[config.mk]
export PLATFORM = sky130hd
export DESIGN_NAME = dcd_decade_counter
export DESIGN_NICKNAME = d
export VERILOG_FILES = /design/src/logic/dcd_pkg.sv /design/src/logic/dcd_decade_counter.sv
export SDC_FILE = /design/constraint.sdc
export NUM_CORES = 1
export LEC_CHECK = 0
export BUFFER_PORTS_ARGS = -buffer_cell sky130_fd_sc_hd__buf_2
export CORE_MARGIN = 4
export CORE_UTILIZATION = 51
export CTS_CLUSTER_DIAMETER = 40
export CTS_CLUSTER_SIZE = 16
export DETAILED_ROUTE_END_ITERATION = 10
export GPL_ROUTABILITY_DRIVEN = 1
export GPL_TIMING_DRIVEN = 1
export PLACE_DENSITY = 0.95
export SLEW_MARGIN = 25
export SYNTH_ARGS = -nofsm -noshare
export SYNTH_HDL_FRONTEND = slang
export SYNTH_SLANG_ARGS = --single-unit
export TNS_END_PERCENT = 50
[constraint.sdc]
create_clock -name i_ref_clk -period 3.7 [get_ports i_ref_clk]
set_clock_uncertainty 0.1 [all_clocks]
set_input_delay 0.37 -clock i_ref_clk [delete_from_list [all_inputs] [get_ports i_ref_clk]]
set_output_delay 0.37 -clock i_ref_clk [all_outputs]
set_load 0.1 [all_outputs]
[src/logic/dcd_pkg.sv]
//------------------------------------------------------------------
// Notes on behaviour
//------------------------------------------------------------------
// Notes on behaviour
// [RULE_01] Carry stage pulses first carry output, then second, alternating.
// [RULE_02] Walking-code count decoded from two adjacent stage outputs.
// [RULE_03] Five-stage walking decade advances per pulse, clears on reset.
// [RULE_04] Match asserts when count equals selected preset position.
// [RULE_05] Programme step n on at decode n, off at decode n plus one.
// [RULE_06] Binary decade uses exactly four stages with complement outputs.
// [RULE_07] Binary decade counts 0 to 9 in 8-4-2-1, tenth pulse gives 0000.
// [RULE_08] Set steer high, clear steer low: stage goes to one.
// [RULE_09] Set steer low, clear steer high: stage goes to zero.
// [RULE_10] Both steers low: stage holds.
// [RULE_11] Steering never drives both steers high together.
// [RULE_12] Least significant stage toggles every pulse, dividing by two.
// [RULE_13] Second stage set steer is NOR of inverted A, B and D.
// [RULE_14] Second stage clear steer is NOR of inverted A and inverted B.
// [RULE_15] Third set steer and third clear steer share one NOR term.
// [RULE_16] After reset all walking stages are zero, complements one.
// [RULE_17] Stages set one to five in order, then clear one to five.
// [RULE_18] Walking stages advance on alternating divided phases.
// [RULE_19] Carry switches only on passing from count 9 to count 0.
// [RULE_20] Each count pulse is a one-cycle enable; all stages update together.
// [RULE_21] Reset forces all stages to zero and overrides counting.
package dcd_pkg;
    localparam int STAGES_WALK = 5;
    localparam int STAGES_BIN = 4;
    localparam int COUNT_W = 4;
    localparam int STEPS = 10;
    localparam logic [STAGES_WALK-1:0] WALK_RESET = 5'h00;
    localparam logic [STAGES_BIN-1:0] BIN_RESET = 4'h0;
    localparam logic [COUNT_W-1:0] COUNT_LAST = 4'h9;

    typedef struct packed {
        logic [STAGES_WALK-1:0] walk;
        logic phase;
        logic carry_mem;
        logic carry_sel;
        logic carry_a;
        logic carry_b;
        logic [STAGES_BIN-1:0] bin;
        logic [STEPS-1:0] prog;
        logic match;
    } dcd_state_t;

    typedef struct packed {
        logic [STEPS-1:0] onehot;
        logic [COUNT_W-1:0] value;
    } dcd_decode_t;
endpackage : dcd_pkg

[src/logic/dcd_decade_counter.sv]
`timescale 1ns/1ps
module dcd_decade_counter (
    input wire logic i_ref_clk,
    input wire logic i_rst_n,
    input wire logic i_count,
    input wire logic i_clear,
    input wire logic [dcd_pkg::COUNT_W-1:0] i_preset,
    output logic [dcd_pkg::STAGES_WALK-1:0] o_walk,
    output logic [dcd_pkg::STAGES_WALK-1:0] o_walk_n,
    output logic [dcd_pkg::STEPS-1:0] o_decode,
    output logic [dcd_pkg::COUNT_W-1:0] o_walk_value,
    output logic o_carry_a,
    output logic o_carry_b,
    output logic o_carry_sel,
    output logic [dcd_pkg::STAGES_BIN-1:0] o_bin,
    output logic [dcd_pkg::STAGES_BIN-1:0] o_bin_n,
    output logic [dcd_pkg::STEPS-1:0] o_prog,
    output logic o_match,
    output logic o_phase
);
    //------------------------------------------------------------------
    // Input synchronisers
    //------------------------------------------------------------------
    // Pulse and clear come from outside, so each passes two flip-flops.
    logic [1:0] cnt_sync_r;
    logic [1:0] clr_sync_r;
    logic cnt_prev_r;
    logic cnt_pulse;
    logic clr_s;

    always_ff @(posedge i_ref_clk or negedge i_rst_n) begin
        if (!i_rst_n) begin
            cnt_sync_r <= 2'h0;
            clr_sync_r <= 2'h0;
            cnt_prev_r <= 1'b0;
        end else begin
            cnt_sync_r <= {cnt_sync_r[0], i_count};
            clr_sync_r <= {clr_sync_r[0], i_clear};
            cnt_prev_r <= cnt_sync_r[1];
        end
    end

    // One rising edge becomes a single-cycle enable.
    assign cnt_pulse = cnt_sync_r[1] & ~cnt_prev_r; // see [RULE_20]
    assign clr_s = clr_sync_r[1];

    //------------------------------------------------------------------
    // Decode of the walking code
    //------------------------------------------------------------------
    dcd_pkg::dcd_state_t st_r;
    dcd_pkg::dcd_state_t st_nxt;
    dcd_pkg::dcd_decode_t dec;

    function automatic dcd_pkg::dcd_decode_t walk_decode(
        input logic [dcd_pkg::STAGES_WALK-1:0] w
    );
        dcd_pkg::dcd_decode_t d;
        d.onehot = '0;
        d.value = 4'h0;
        // Each count is identified by one adjacent pair only.
        d.onehot[0] = ~w[0] & ~w[4]; // see [RULE_02]
        d.onehot[5] = w[4] & w[0];
        for (int k = 0; k < 4; k++) begin
            d.onehot[k+1] = w[k] & ~w[k+1];
            d.onehot[k+6] = ~w[k] & w[k+1];
        end
        for (int k = 0; k < dcd_pkg::STEPS; k++) begin
            if (d.onehot[k]) begin
                d.value = 4'(k);
            end
        end
        return d;
    endfunction : walk_decode

    assign dec = walk_decode(st_r.walk);

    //------------------------------------------------------------------
    // Binary stage steering
    //------------------------------------------------------------------
    logic [dcd_pkg::STAGES_BIN-1:0] q;
    logic [dcd_pkg::STAGES_BIN-1:0] qn;
    logic [dcd_pkg::STAGES_BIN-1:0] m_st;
    logic [dcd_pkg::STAGES_BIN-1:0] n_st;
    logic qa_inv;
    logic shared_term;

    assign q = st_r.bin; // see [RULE_06]
    assign qn = ~st_r.bin;
    assign qa_inv = ~q[0];

    always_comb begin
        // Stage A divides by two.
        m_st[0] = qn[0]; // see [RULE_12]
        n_st[0] = q[0];
        m_st[1] = ~(qa_inv | q[1] | q[3]); // see [RULE_13]
        n_st[1] = ~(qa_inv | qn[1]); // see [RULE_14]
        // Set and clear of C share this term; they fire only at count 3 and 7 edges.
        shared_term = ~(qa_inv | qn[1]); // see [RULE_15]
        m_st[2] = ~(qa_inv | qn[1] | q[2]);
        n_st[2] = ~(qa_inv | qn[1] | qn[2]);
        n_st[3] = ~(qa_inv | qn[3]);
        m_st[3] = ~(qa_inv | qn[1] | qn[2] | q[3]);
        m_st[2] = m_st[2] & shared_term;
        n_st[2] = n_st[2] & shared_term;
    end

    function automatic logic steer(
        input logic cur,
        input logic m,
        input logic n
    );
        logic r;
        r = cur; // see [RULE_10]
        // The forbidden both-high case is excluded by the terms above.
        if (m && !n) begin // see [RULE_11]
            r = 1'b1; // see [RULE_08]
        end else if (!m && n) begin
            r = 1'b0; // see [RULE_09]
        end
        return r;
    endfunction : steer

    //------------------------------------------------------------------
    // State update
    //------------------------------------------------------------------
    logic [dcd_pkg::STAGES_WALK-1:0] w;
    logic [dcd_pkg::STAGES_WALK-1:0] wn;
    logic at_nine;

    always_comb begin
        st_nxt = st_r;
        w = st_r.walk;
        wn = st_r.walk;
        at_nine = (dec.value == dcd_pkg::COUNT_LAST);
        st_nxt.carry_a = 1'b0;
        st_nxt.carry_b = 1'b0;
        if (cnt_pulse) begin
            // Johnson step: shift in complement of stage five.
            wn = {w[3:0], ~w[4]}; // see [RULE_03] see [RULE_17]
            st_nxt.walk = wn;
            st_nxt.phase = ~st_r.phase; // see [RULE_18]
            if (at_nine) begin // see [RULE_19]
                st_nxt.carry_mem = ~st_r.carry_mem;
                st_nxt.carry_sel = ~st_r.carry_sel; // see [RULE_01]
                st_nxt.carry_a = ~st_r.carry_sel;
                st_nxt.carry_b = st_r.carry_sel;
            end
            for (int k = 0; k < dcd_pkg::STAGES_BIN; k++) begin
                st_nxt.bin[k] = steer(q[k], m_st[k], n_st[k]); // see [RULE_07]
            end
        end
        // Step k runs from decode k until decode k plus one.
        for (int k = 0; k < dcd_pkg::STEPS; k++) begin
            if (dec.onehot[(k + 1) % dcd_pkg::STEPS]) begin
                st_nxt.prog[k] = 1'b0; // see [RULE_05]
            end else if (dec.onehot[k]) begin
                st_nxt.prog[k] = 1'b1;
            end
        end
        st_nxt.match = (dec.value == i_preset); // see [RULE_04]
        if (clr_s) begin // see [RULE_21]
            st_nxt.walk = dcd_pkg::WALK_RESET;
            st_nxt.bin = dcd_pkg::BIN_RESET;
            st_nxt.phase = 1'b0;
            st_nxt.carry_mem = 1'b0;
            st_nxt.carry_sel = 1'b0;
            st_nxt.carry_a = 1'b0;
            st_nxt.carry_b = 1'b0;
            st_nxt.prog = '0;
        end
    end

    always_ff @(posedge i_ref_clk or negedge i_rst_n) begin
        if (!i_rst_n) begin
            st_r <= '0; // see [RULE_16]
        end else begin
            st_r <= st_nxt;
        end
    end

    //------------------------------------------------------------------
    // Outputs
    //------------------------------------------------------------------
    assign o_walk = st_r.walk;
    assign o_walk_n = ~st_r.walk;
    assign o_decode = dec.onehot;
    assign o_walk_value = dec.value;
    assign o_carry_a = st_r.carry_a;
    assign o_carry_b = st_r.carry_b;
    assign o_carry_sel = st_r.carry_sel;
    assign o_bin = st_r.bin;
    assign o_bin_n = ~st_r.bin;
    assign o_prog = st_r.prog;
    assign o_match = st_r.match;
    assign o_phase = st_r.phase;
endmodule : dcd_decade_counter

==> metrics.md <==
| Metric | Value |
|---|---|
| Worst slew margin | `0.522` |
| Clock Latency Late Sink | `320 ps` |
| Number of port buffers | `54` |
| Clk root buf | `clkbuf_4` |
| R2R depth | `4` |
| Post-route setup TNS | `0 ps` |
| Crit path DAT | `2010 ps` |
| LEAKAGE | `0.910 nW` |
| Critical Path RT | `3230 ps` |
| Seq/Total Area, Yosys | `0.526` |
| IO Pins | `55` |
| Nets | `209` |
| Layout cells sized above 1 | `0.343` |
| GRT Residual Overflow | `0` |
| Die area | `3600 sq um` |
| Post-synthesis mux area share | `0.00725` |
| Initial DRC count | `87` |
| R2R setup slack | `1920 ps` |
| Final setup vio count | `0` |
| Startpoint types | `flop` |
| Layout area overhead | `23.4%` |
| Worst VDD drop | `0.000339 V` |
| Xor/xnor share of the synthesized area | `0.0308` |
| Core area | `2520 sq um` |
| TritonCTS clock tree | `built` |
| Crit end category | `output port` |
| Chip height | `60.0 microns` |
| Die width | `60.0 microns` |
| Simple logic cell fraction of the synthesized area | `0.213` |
| Fmax | `404 MHz` |
| Worst-path clk slew | `90 ps` |
| Antenna cell count | `0` |
| Placed insts | `223` |
| Synth Area in Compound Gates | `0.139` |
| Synth Register Bits | `29` |
| Reg-to-reg startpoint | `o_walk[3]` |
| Synth warn | `0` |
| Final WL | `3.18 mm` |
| DR WL/cell | `13.8 microns` |
| Synthesized area | `1380 sq um` |
| Synth Instances | `149` |
| Setup crit end | `o_walk_value[2]` |
| Worst-path maximum fanout | `16` |
| Initial core utilization | `0.547` |
| Combinational family with the most area after synthesis | `simple AND/OR/NAND/NOR gates` |
| All-Layer GR Usage | `0.191` |
| RSZ-0062 raised after global routing | `false` |
| Final worst path period share | `0.669` |
| Yosys top cell area share | `0.526` |
| Final hold violations | `0` |
| Status | `finished clean` |
| Number of remaining DRC errors | `0` |
| Hold/Removal Path Class | `in2reg` |
| Clock tree buffer depth | `2` |
| Pin count of the biggest net entering global routing | `30` |
| Library cells used by synthesis | `32` |
| Antenna violations before repair | `0` |
| Fin crit period | `2480 ps` |
| PwrDens | `389 nW/um^2` |
| Non-filler instance count after layout | `231` |
| MaxCap Viol Count | `0` |
| Area leader, netlist | `dfrtp_1` |
| Vias per Instance | `5.27` |
| Fill count | `215` |
| Slew @ Worst Pin | `717 ps` |
| Core Util, Final | `0.675` |
| First-pass GRT wire length | `5.06 mm` |
| Pins Over Slew Limit | `0` |
| Area contributors post-synth | `dfrtp_1 (53%), a21oi_1 (6.2%), nor2_1 (5.2%)` |
| Avg Inst Size Synth | `9.26 sq um` |
| Post-DRT Antenna Nets | `0` |
| Worst setup path start | `o_walk[0]` |
| H-tree depth | `2` |
| Multi-input gate area | `541 sq um` |
| Vias in the first global route | `1109` |
| Rows | `18` |
| R2r endpoint | `o_match` |
| Gpl congestion | `0.869` |
| Register area | `726 sq um` |
| Vias after detailed routing | `1218` |
| CTS Sinks | `29` |
| Synth Area in Adders | `0` |
| CTS buffer count | `5` |
| Syn_nets | `157` |
| First-pass DRT Iterations | `4` |
| DPL Wire Length | `2.29 mm` |
| WS Path Type | `reg2out` |
==> worst min-delay path by stage <==
stage	startpoint	slack, ps	cells after the start	end
2_1_floorplan	i_rst_n	-30	0	clr_sync_r[0]
3_3_place_gp	cnt_sync_r[0]	230	0	cnt_sync_r[1]
3_5_place_dp	clr_sync_r[0]	230	0	clr_sync_r[1]
4_1_cts	i_count	40	1	cnt_sync_r[0]
5_1_grt	i_count	30	1	cnt_sync_r[0]
6_report	i_count	50	1	cnt_sync_r[0]
==> sequential cells by signal, indices dropped and copies added, names as in the netlist <==
signal,count
clr_sync_r,2
cnt_prev_r,1
cnt_sync_r,2
o_bin,4
o_carry_a,1
o_carry_b,1
o_carry_sel,1
o_match,1
o_phase,1
o_prog,10
o_walk,5
==> layout by cell type, fill, tap and decap left out, types with 2 or more instances in the layout <==
cell type,synthesis,routed
nor2b_1,7,6
dfrtp_1,29,29
clkbuf_4,0,5
nand2_1,17,17
nand2b_1,3,3
xnor2_1,3,3
or3_1,2,2
nor2_1,19,19
nand3_1,3,3
inv_1,15,15
inv_2,2,2
nor4_1,2,2
buf_2,3,54
o21ai_0,5,5
a21oi_1,17,17
==> worst max-delay path, cell delays in order, from the launching register on <==
cell      delay (ps)
dfrtp_1          540
or4b_4           590
o221ai_4          90
buf_2            470
==> synth_stat cells, drive strengths merged <==
library cell   n
nand3          3
nand2b         4
and3b          1
xor2           1
inv           17
nor2          19
dfrtp         29
a32o           1
a21boi         1
mux2i          1
o21ai          5
nor4           3
o32ai          1
or4b           1
nor3           1
nand2         17
a21oi         17
o221ai         2
clkbuf         5
o31ai          1
nand3b         1
xnor2          3
buf            5
nor2b          7
o22ai          1
or3            2
==> cell type report <==
| type | count | share of cell area |
|---|---|---|
| flip-flops and latches | 29 | 0.426 |
| multi-input cells | 93 | 0.317 |
| clock buffers | 7 | 0.0323 |
| repair buffers | 55 | 0.165 |
| well taps | 30 | 0.0220 |
| inverters | 17 | 0.0375 |
==> metal layers <==
layer / global-route usage / routed length [microns] / vias to the layer above / part of all wire
met5: 0 / 0 / - / 0
met4: 0.0665 / 31 / 0 / 0.0097
met3: 0.0605 / 328 / 4 / 0.10
met2: 0.307 / 1470 / 54 / 0.46
met1: 0.243 / 1350 / 577 / 0.43
li1: - / - / 583 / -
==> logic make-up after synthesis <==
logic type / Yosys count
AOI/OAI and AO/OA: 29
xor gates and xnor gates: 4
muxes: 1
DFF: 29
buffers and inverters: 27
and+or+nand+nor: 59
==> through the flow <==
step / worst slack, ps / total power [mW] / hold WS, ps / area, sq um
floorplan: 152 / 0.451 / -25.6 / 1380
global placement: 1590 / 0.477 / 233 / 1640
detailed placement: 1570 / 0.479 / 235 / 1640
CTS: 1210 / 0.670 / 40.4 / 1700
global route: 1120 / 0.694 / 32.1 / 1700
finish: 1220 / 0.663 / 54.9 / 1700
==> power breakdown <==
group / internal, mW / switching (mW)
clock network: 0.0896 / 0.101
registers: 0.325 / 0.0116
logic: 0.0223 / 0.114
total: 0.437 / 0.226
==> what timing repair did <==
item / in CTS / in global routing
hold buffers: 1 / 0
setup buffers: 0 / 0
resized for setup: 0 / 0
endpoints found under the setup margin: 0 / 0
hold endpoints to repair: 29 / 0
Power figures use the tool's default switching activity.
